<file path="config.mk">
export PLATFORM = sky130hd
export DESIGN_NAME = twc_config_bank
export DESIGN_NICKNAME = d
export VERILOG_FILES = /design/src/design/twc_config_bank.v /design/src/design/twc_pin_sync.v
export VERILOG_INCLUDE_DIRS = /design/src /design/src/design
export SDC_FILE = /design/constraint.sdc
export NUM_CORES = 1
export LEC_CHECK = 0
export BUFFER_PORTS_ARGS = -buffer_cell sky130_fd_sc_hd__buf_2
export CORE_MARGIN = 5
export CORE_UTILIZATION = 35
export DETAILED_ROUTE_END_ITERATION = 16
export GPL_TIMING_DRIVEN = 0
export PLACE_DENSITY = 0.54
export REMOVE_ABC_BUFFERS = 1
export SYNTH_ARGS = -nofsm -noshare
export SYNTH_HDL_FRONTEND = slang
export SYNTH_SLANG_ARGS = --single-unit
</file>
<file path="constraint.sdc">
create_clock -name mclk -period 2.6 [get_ports mclk]
set_input_delay 0 -clock mclk [delete_from_list [all_inputs] [get_ports mclk]]
set_output_delay 0 -clock mclk [all_outputs]
set_load 0.01 [all_outputs]
</file>
<file path="src/design/twc_defs.vh">
`ifndef TWC_DEFS_VH
`define TWC_DEFS_VH
// ----------------------------------------
// Word layout
// ----------------------------------------
`define TWC_WORD_BITS 32
`define TWC_DATA_BITS 28
`define TWC_ADDR_BITS 4
`define TWC_NUM_REGS 10
`define TWC_PWR_BIT 27
// ----------------------------------------
// Register addresses
// ----------------------------------------
`define TWC_A_RX_IF 4'h0
`define TWC_A_AGC_OUT 4'h1
`define TWC_A_FILT_AGC 4'h2
`define TWC_A_SYNTH_VCO 4'h3
`define TWC_A_SYNTH_INT 4'h4
`define TWC_A_SYNTH_FRAC 4'h5
`define TWC_A_STREAM 4'h6
`define TWC_A_SAMPLE_CLK 4'h7
`define TWC_A_TEST_A 4'h8
`define TWC_A_TEST_B 4'h9
// ----------------------------------------
// Reset values
// ----------------------------------------
`define TWC_R_RX_IF 28'ha29_19a3
`define TWC_R_AGC_OUT 28'h055_0288
`define TWC_R_FILT_AGC 28'heaf_f1dc
`define TWC_R_SYNTH_VCO 28'h9ec_0008
`define TWC_R_SYNTH_INT 28'h0c0_0080
`define TWC_R_SYNTH_FRAC 28'h800_0070
`define TWC_R_STREAM 28'h800_0000
`define TWC_R_SAMPLE_CLK 28'h100_61b2
`define TWC_R_TEST_A 28'h1e0_f401
`define TWC_R_TEST_B 28'h14c_0402
// ----------------------------------------
// Preset IF centre, kHz
// ----------------------------------------
`define TWC_IF_KHZ_LOW 16'h03ff
`define TWC_IF_KHZ_STD 16'h0ffc
`define TWC_PRESET_LOW_IF 3'h5
`endif

</file>
<file path="src/design/twc_config_bank.v">
// Notes on behaviour
// - Programming uses only serial clock, active-low select and serial data.
// - Each word is 32 bits, most significant data bit first.
// - Bits shift in on clock rising edges only while select is low.
// - Four-bit address picks register; 0 to 7 are operational registers.
// - Registers 0,1,2 reset to A2919A3, 0550288, EAFF1DC.
// - Registers 3,4,5 reset to 9EC0008, 0C00080, 8000070.
// - Register 6 resets to 8000000, register 7 to 10061B2.
// - Test registers 8 and 9 reset to 1E0F401 and 14C0402.
// - Preset mode code is clock, data, select pins, clock as MSB.
// - Preset 5 uses 18.414 MHz, ratios 18 and 1539, 1.023 MHz IF.
// - High preset select pin enters preset mode; serial pins are straps.
// - Clearing power bit stops device except the serial bus.
`timescale 1ns/1ps
`include "twc_defs.vh"
module twc_config_bank
(
  input wire mclk,
  input wire nrst,
  input wire serialClk,
  input wire chipSelectN,
  input wire serial_write_line,
  input wire preset_strap_select,
  output reg [27:0] rx_if_config,
  output reg [27:0] agc_output_config,
  output reg [27:0] filter_agc_support_config,
  output reg [27:0] synth_vco_clock_config,
  output reg [27:0] synth_integer_ref_ratio,
  output reg [27:0] synth_fraction_ratio,
  output reg [27:0] stream_frame_control,
  output reg [27:0] sample_clock_fraction,
  output reg [27:0] factory_test_a,
  output reg [27:0] factory_test_b,
  output reg device_power_on_bit,
  output reg presetActive_r,
  output reg [2:0] presetState_r,
  output reg [15:0] presetIfKhz_r,
  output reg [7:0] presetRefRatio_r,
  output reg [12:0] presetMainRatio_r,
  output reg writeStrobe_r
);
  wire [3:0] pinLevel;
  reg sclkPrev_r;
  reg selPrev_r;
  reg [31:0] shift_r;
  reg [5:0] bitCount_r;
  wire sclkRise;
  wire csRise;
  wire csLow;
  wire inPreset;
  // ----------------------------------------
  // Pin sampling, only the three serial pins plus preset strap
  // ----------------------------------------
  twc_pin_sync #(.WIDTH(4)) pinSync
  (
    .mclk(mclk),
    .nrst(nrst),
    // Select enters inverted so the synchroniser's reset level is the idle level
    .pinIn({preset_strap_select, serialClk, serial_write_line, ~chipSelectN}),
    .pinLevel_r(pinLevel)
  );
  assign inPreset = pinLevel[3];
  assign csLow = pinLevel[0] & ~inPreset;
  assign sclkRise = pinLevel[2] & ~sclkPrev_r;
  assign csRise = ~pinLevel[0] & selPrev_r;
  // ----------------------------------------
  // Decode helpers
  // ----------------------------------------
  // Undo the select inversion: straps read as pin levels
  function [2:0] strapCode;
    input [2:0] levels;
    begin
      strapCode = {levels[2:1], ~levels[0]};
    end
  endfunction
  function knownAddr;
    input [3:0] addr;
    begin
      knownAddr = (addr <= `TWC_A_TEST_B);
    end
  endfunction
  // ----------------------------------------
  // Shift register
  // ----------------------------------------
  always @(posedge mclk)
  begin
    if (!nrst)
    begin
      sclkPrev_r <= 1'b0;
      selPrev_r <= 1'b0;
      shift_r <= 32'h0000_0000;
      bitCount_r <= 6'h00;
    end
    else
    begin
      sclkPrev_r <= pinLevel[2];
      selPrev_r <= pinLevel[0];
      if (csLow && sclkRise)
      begin
        shift_r <= {shift_r[30:0], pinLevel[1]};
        // Saturates, so an overlong word keeps its last 32 bits
        if (bitCount_r != 6'h20)
          bitCount_r <= bitCount_r + 6'h01;
      end
      else if (!csLow)
        bitCount_r <= 6'h00;
    end
  end
  // ----------------------------------------
  // Register bank
  // ----------------------------------------
  // Short words are dropped rather than committed half-shifted; overlong words commit their last 32 bits
  wire commit = csRise && !inPreset && (bitCount_r == 6'h20);
  wire [27:0] wData = shift_r[31:4];
  wire [3:0] wAddr = shift_r[3:0];
  // Unknown addresses vanish without a strobe
  wire addrOk = knownAddr(wAddr);
  always @(posedge mclk)
  begin
    if (!nrst)
    begin
      rx_if_config <= `TWC_R_RX_IF;
      agc_output_config <= `TWC_R_AGC_OUT;
      filter_agc_support_config <= `TWC_R_FILT_AGC;
      synth_vco_clock_config <= `TWC_R_SYNTH_VCO;
      synth_integer_ref_ratio <= `TWC_R_SYNTH_INT;
      synth_fraction_ratio <= `TWC_R_SYNTH_FRAC;
      stream_frame_control <= `TWC_R_STREAM;
      sample_clock_fraction <= `TWC_R_SAMPLE_CLK;
      factory_test_a <= `TWC_R_TEST_A;
      factory_test_b <= `TWC_R_TEST_B;
      writeStrobe_r <= 1'b0;
    end
    else
    begin
      writeStrobe_r <= commit & addrOk;
      if (commit)
      begin
        case (wAddr)
          `TWC_A_RX_IF: rx_if_config <= wData;
          `TWC_A_AGC_OUT: agc_output_config <= wData;
          `TWC_A_FILT_AGC: filter_agc_support_config <= wData;
          `TWC_A_SYNTH_VCO: synth_vco_clock_config <= wData;
          `TWC_A_SYNTH_INT: synth_integer_ref_ratio <= wData;
          `TWC_A_SYNTH_FRAC: synth_fraction_ratio <= wData;
          `TWC_A_STREAM: stream_frame_control <= wData;
          `TWC_A_SAMPLE_CLK: sample_clock_fraction <= wData;
          `TWC_A_TEST_A: factory_test_a <= wData;
          `TWC_A_TEST_B: factory_test_b <= wData;
          default: ;
        endcase
      end
    end
  end
  // ----------------------------------------
  // Power enable; serial logic never gated by it
  // Straps cannot program the power bit, so preset forces it on
  // ----------------------------------------
  always @(posedge mclk)
  begin
    if (!nrst)
      device_power_on_bit <= 1'b1;
    else
      device_power_on_bit <= rx_if_config[`TWC_PWR_BIT] | presetActive_r;
  end
  // ----------------------------------------
  // Preset state decode
  // ----------------------------------------
  always @(posedge mclk)
  begin
    if (!nrst)
    begin
      presetActive_r <= 1'b0;
      presetState_r <= 3'h0;
      presetIfKhz_r <= 16'h0000;
      presetRefRatio_r <= 8'h00;
      presetMainRatio_r <= 13'h0000;
    end
    else
    begin
      presetActive_r <= inPreset;
      if (inPreset)
      begin
        presetState_r <= strapCode(pinLevel[2:0]);
        if (strapCode(pinLevel[2:0]) == `TWC_PRESET_LOW_IF)
          presetIfKhz_r <= `TWC_IF_KHZ_LOW;
        else
          presetIfKhz_r <= `TWC_IF_KHZ_STD;
        case (strapCode(pinLevel[2:0]))
          3'h3:
          begin
            presetRefRatio_r <= 8'h20;
            presetMainRatio_r <= 13'h0600;
          end
          3'h4:
          begin
            presetRefRatio_r <= 8'h60;
            presetMainRatio_r <= 13'h1eb1;
          end
          3'h5:
          begin
            presetRefRatio_r <= 8'h12;
            presetMainRatio_r <= 13'h0603;
          end
          3'h6:
          begin
            presetRefRatio_r <= 8'h41;
            presetMainRatio_r <= 13'h1eb1;
          end
          default:
          begin
            presetRefRatio_r <= 8'h10;
            presetMainRatio_r <= 13'h0600;
          end
        endcase
      end
    end
  end
endmodule

</file>
<file path="src/design/twc_pin_sync.v">
`timescale 1ns/1ps
module twc_pin_sync
#(
  parameter WIDTH = 1
)
(
  input wire mclk,
  input wire nrst,
  input wire [WIDTH-1:0] pinIn,
  output reg [WIDTH-1:0] pinLevel_r
);
  reg [WIDTH-1:0] stage1_r;
  reg [WIDTH-1:0] stage2_r;
  reg [WIDTH-1:0] stage3_r;
  // ----------------------------------------
  // Three stages, change taken when 2 and 3 agree
  // ----------------------------------------
  always @(posedge mclk)
  begin
    if (!nrst)
    begin
      stage1_r <= {WIDTH{1'b0}};
      stage2_r <= {WIDTH{1'b0}};
      stage3_r <= {WIDTH{1'b0}};
      pinLevel_r <= {WIDTH{1'b0}};
    end
    else
    begin
      stage1_r <= pinIn;
      stage2_r <= stage1_r;
      stage3_r <= stage2_r;
      pinLevel_r <= (stage2_r & stage3_r) | (pinLevel_r & (stage2_r | stage3_r));
    end
  end
endmodule

</file>
==> metrics.txt <==
CP delay by family, top simple AND/OR/NAND/NOR gates; critical path fanouts, max 13; hpwl dp 26.6 mm; die height 204 um; crit path buf inv count 2; final net count 1617; CP max-delay cell nor4b_4; Placer Congestion 0.734; final period utilization 95.3%; Critical Path Source pinSync.pinLevel_r[0]; met3 WL 2.22 mm; Ports 329; first-pass GRT wire length 58.5 mm; Setup-failing EPs final 0; Worst R2R Start pinSync.pinLevel_r[0]; number of port buffers 317; CP Cell Sequence nor4b_4, nand4_1, buf_6, buf_8, mux2i_1; kind of critical path reg -> reg; CTS root buf clkbuf_16; clock buffer count from CTS 40; Max VDD drop 0.000439 V; Leak 8.42 nW; Worst-path clk slew 0.06 ns; Fin. Hold Viols 0; mean post-synth cell area 10.1 um^2; Core Box Area 0.0375 mm^2; DRT antenna net count 0; largest net degree at the start of global routing 143; Rows 71; hold_sp chipSelectN; Worst R2R Path Depth 5; Post-Synth Simple-Gate Area 15.2%; Layout Skew 0.0112 ns; clock sinks 353; startpoint types flop; TNS Setup 0 ns; fin crit period 2.48 ns; ys async rst share 0%; Crit. End Element flop; DR WL/cell 17.7 um; initial cell density of the core 35.3%; Clk Latency, worst-skew pair 0.54 ns; Met1 Wirelength 17.6 mm; crit path DAT 2.87 ns; Worst path depth 5; Die X 204 um; Worst Path Required 3.00 ns; Area growth, synth to finish 25.5%; final core occ 44.3%; Total GRT Usage 17.7%; RSZ-0062 raised after global routing false; number of global-route vias before repair 9887; H-Tree Depth 2; drt drc 0; f_max 0.404 GHz; DIE AREA 0.0418 mm^2; Ant. Diodes 0; Detailed Routing Iterations Pass 1 4; wire length on met2 17.1 mm; via count 9885; layout filler cell count 3648; Synth Area in Adders 0.189%; Synth Cell Area 0.0132 mm^2; Vias/cell 4.61; Clock Tree Buf Depth 3; Hold WC Path Type in -> reg; CP max stage delay 0.61 ns; top_reg_cell synth dfxtp_1; EDFF count, synth 0; total power 0.0113 W; initial antenna violation count 0; uppermost layer routed met4; GRT overflow 0; mux cell area share after synthesis 21.5%; Routed WL 37.9 mm; status finished clean; pwr dens 678 mW/mm^2; Max-Cap Viols 0; Max Slew Vio Count 0; Post-Synth XOR/XNOR Area 0%; DR iter-0 viols 346; Synth Instances 1305; flop and latch count out of synthesis 353; Min-Delay Path Depth 3; TritonCTS clock tree done; largest family of logic cells by synthesized area multiplexers; Slew headroom 35.4%; sequential area share after synthesis 53.4%; number of warnings issued by yosys 0; layout cells sized above 1 26.3%; post-synthesis compound-gate area fraction 2.53%; Slew @ Worst Pin 0.968 ns; unique cell type count in the Yosys netlist 37
==> per-layer routing <==
metal	vias to the layer above	global-route usage, %
met2	253	27.9
li1	4878	-
met3	59	4.21
met1	4695	23.9
met4	0	6.17
met5	-	0
==> area by class of cell <==
| type | instances | area (um^2) | area share (%) |
|---|---|---|---|
| multi-input combinational | 843 | 5280 | 31.8 |
| inverter | 4 | 20.0 | 0.121 |
| sequential | 353 | 7070 | 42.5 |
| tap | 511 | 639 | 3.85 |
| clock buffer | 60 | 1210 | 7.27 |
| clock inverter | 7 | 114 | 0.685 |
| timing repair buffer | 367 | 2280 | 13.7 |
==> state kept, by name, indices dropped and copies added, names as in the netlist, 3 cells and up <==
| register | flops |
|---|---|
| presetIfKhz_r | 3 |
| pinSync.stage1_r | 4 |
| sample_clock_fraction | 28 |
| presetRefRatio_r | 5 |
| factory_test_b | 28 |
| factory_test_a | 28 |
| bitCount_r | 6 |
| pinSync.stage3_r | 4 |
| pinSync.pinLevel_r | 4 |
| pinSync.stage2_r | 4 |
| shift_r | 32 |
| presetMainRatio_r | 3 |
| synth_fraction_ratio | 28 |
| synth_vco_clock_config | 28 |
| agc_output_config | 28 |
| filter_agc_support_config | 28 |
| synth_integer_ref_ratio | 28 |
| stream_frame_control | 28 |
| rx_if_config | 28 |
| presetState_r | 3 |
==> kinds of logic (layout without fill, tap and decap cells) <==
family	after synthesis	count (layout)
adders and majority gates	2	2
DFF	353	353
muxes	284	284
and+or+nand+nor	483	483
buffers and inverters	119	438
AOI/OAI and AO/OA	63	63
other	1	11
==> stage by stage <==
stage / instance area, um^2 / instances / hold WS, ns / setup slack [ns]
floorplan: 12300 / 1200 / 0.0724 / -0.638
CTS: 16600 / 2141 / 0.130 / 0.0398
global route: 16600 / 2145 / 0.176 / 0.0128
global placement: 14600 / 2028 / 0.175 / -5.55
finish: 16600 / 2145 / 0.172 / 0.123
detailed placement: 15100 / 2061 / 0.179 / -0.289
==> cells in the final DEF (no fill, tap or decap), drive strengths merged, types with 7 or more instances in the layout <==
| cell type | n |
|---|---|
| a21oi | 46 |
| and2 | 15 |
| buf | 362 |
| clkbuf | 60 |
| conb | 11 |
| dfxtp | 353 |
| mux2i | 284 |
| nand2 | 305 |
| nand2b | 9 |
| nand3 | 7 |
| nand4 | 11 |
| nor2 | 115 |
| nor2b | 7 |
| o21ai | 9 |
==> synthesized netlist by cell type, types with 2 or more instances <==
library cell | number | area share (%)
dfxtp_1 | 353 | 53
nand2_1 | 305 | 8.7
mux2i_1 | 284 | 21
nor2_1 | 115 | 3.3
a21oi_1 | 46 | 1.7
clkbuf_1 | 42 | 1.2
buf_4 | 27 | 1.5
buf_12 | 18 | 2.7
and2_1 | 15 | 0.71
buf_6 | 13 | 1.1
nand4_1 | 11 | 0.52
buf_2 | 9 | 0.34
nand2b_1 | 9 | 0.43
o21ai_0 | 9 | 0.34
nand3_1 | 7 | 0.26
nor2b_1 | 7 | 0.33
buf_1 | 6 | 0.17
o21a_1 | 4 | 0.23
inv_1 | 3 | 0.085
and2b_1 | 2 | 0.11
and4_2 | 2 | 0.15
ha_1 | 2 | 0.19
or3_1 | 2 | 0.095
==> final timing paths <==
check,to,slack [ns]
hold / removal,pinSync.stage1_r[0],0.17
hold reg to reg,pinSync.stage2_r[2],0.43
setup reg to reg,factory_test_b[20],0.12
setup / recovery,factory_test_b[20],0.12
==> tightest hold or removal path: cells and delay by family <==
| family | cells | cell delay, ns |
|---|---|---|
| buffers and inverters | 2 | 0.62 |
| AND/OR/NAND/NOR | 1 | 0.04 |
==> where the power goes <==
part           internal, W  leakage, nW  switching [W]
logic            0.0000316         4.92       0.000132
registers          0.00542         2.85     0.00000410
clock network      0.00348        0.652        0.00220
==> what timing repair did <==
| item | CTS | global route |
|---|---|---|
| hold buffers | 5 | 0 |
| setup buffers | 8 | 4 |
| hold endpoints to repair | 31 | 0 |
| pin swaps | 4 | 1 |
| gates resized for setup | 2 | 0 |
| endpoints found under the setup margin | 64 | 10 |
Power figures use the tool's default switching activity.
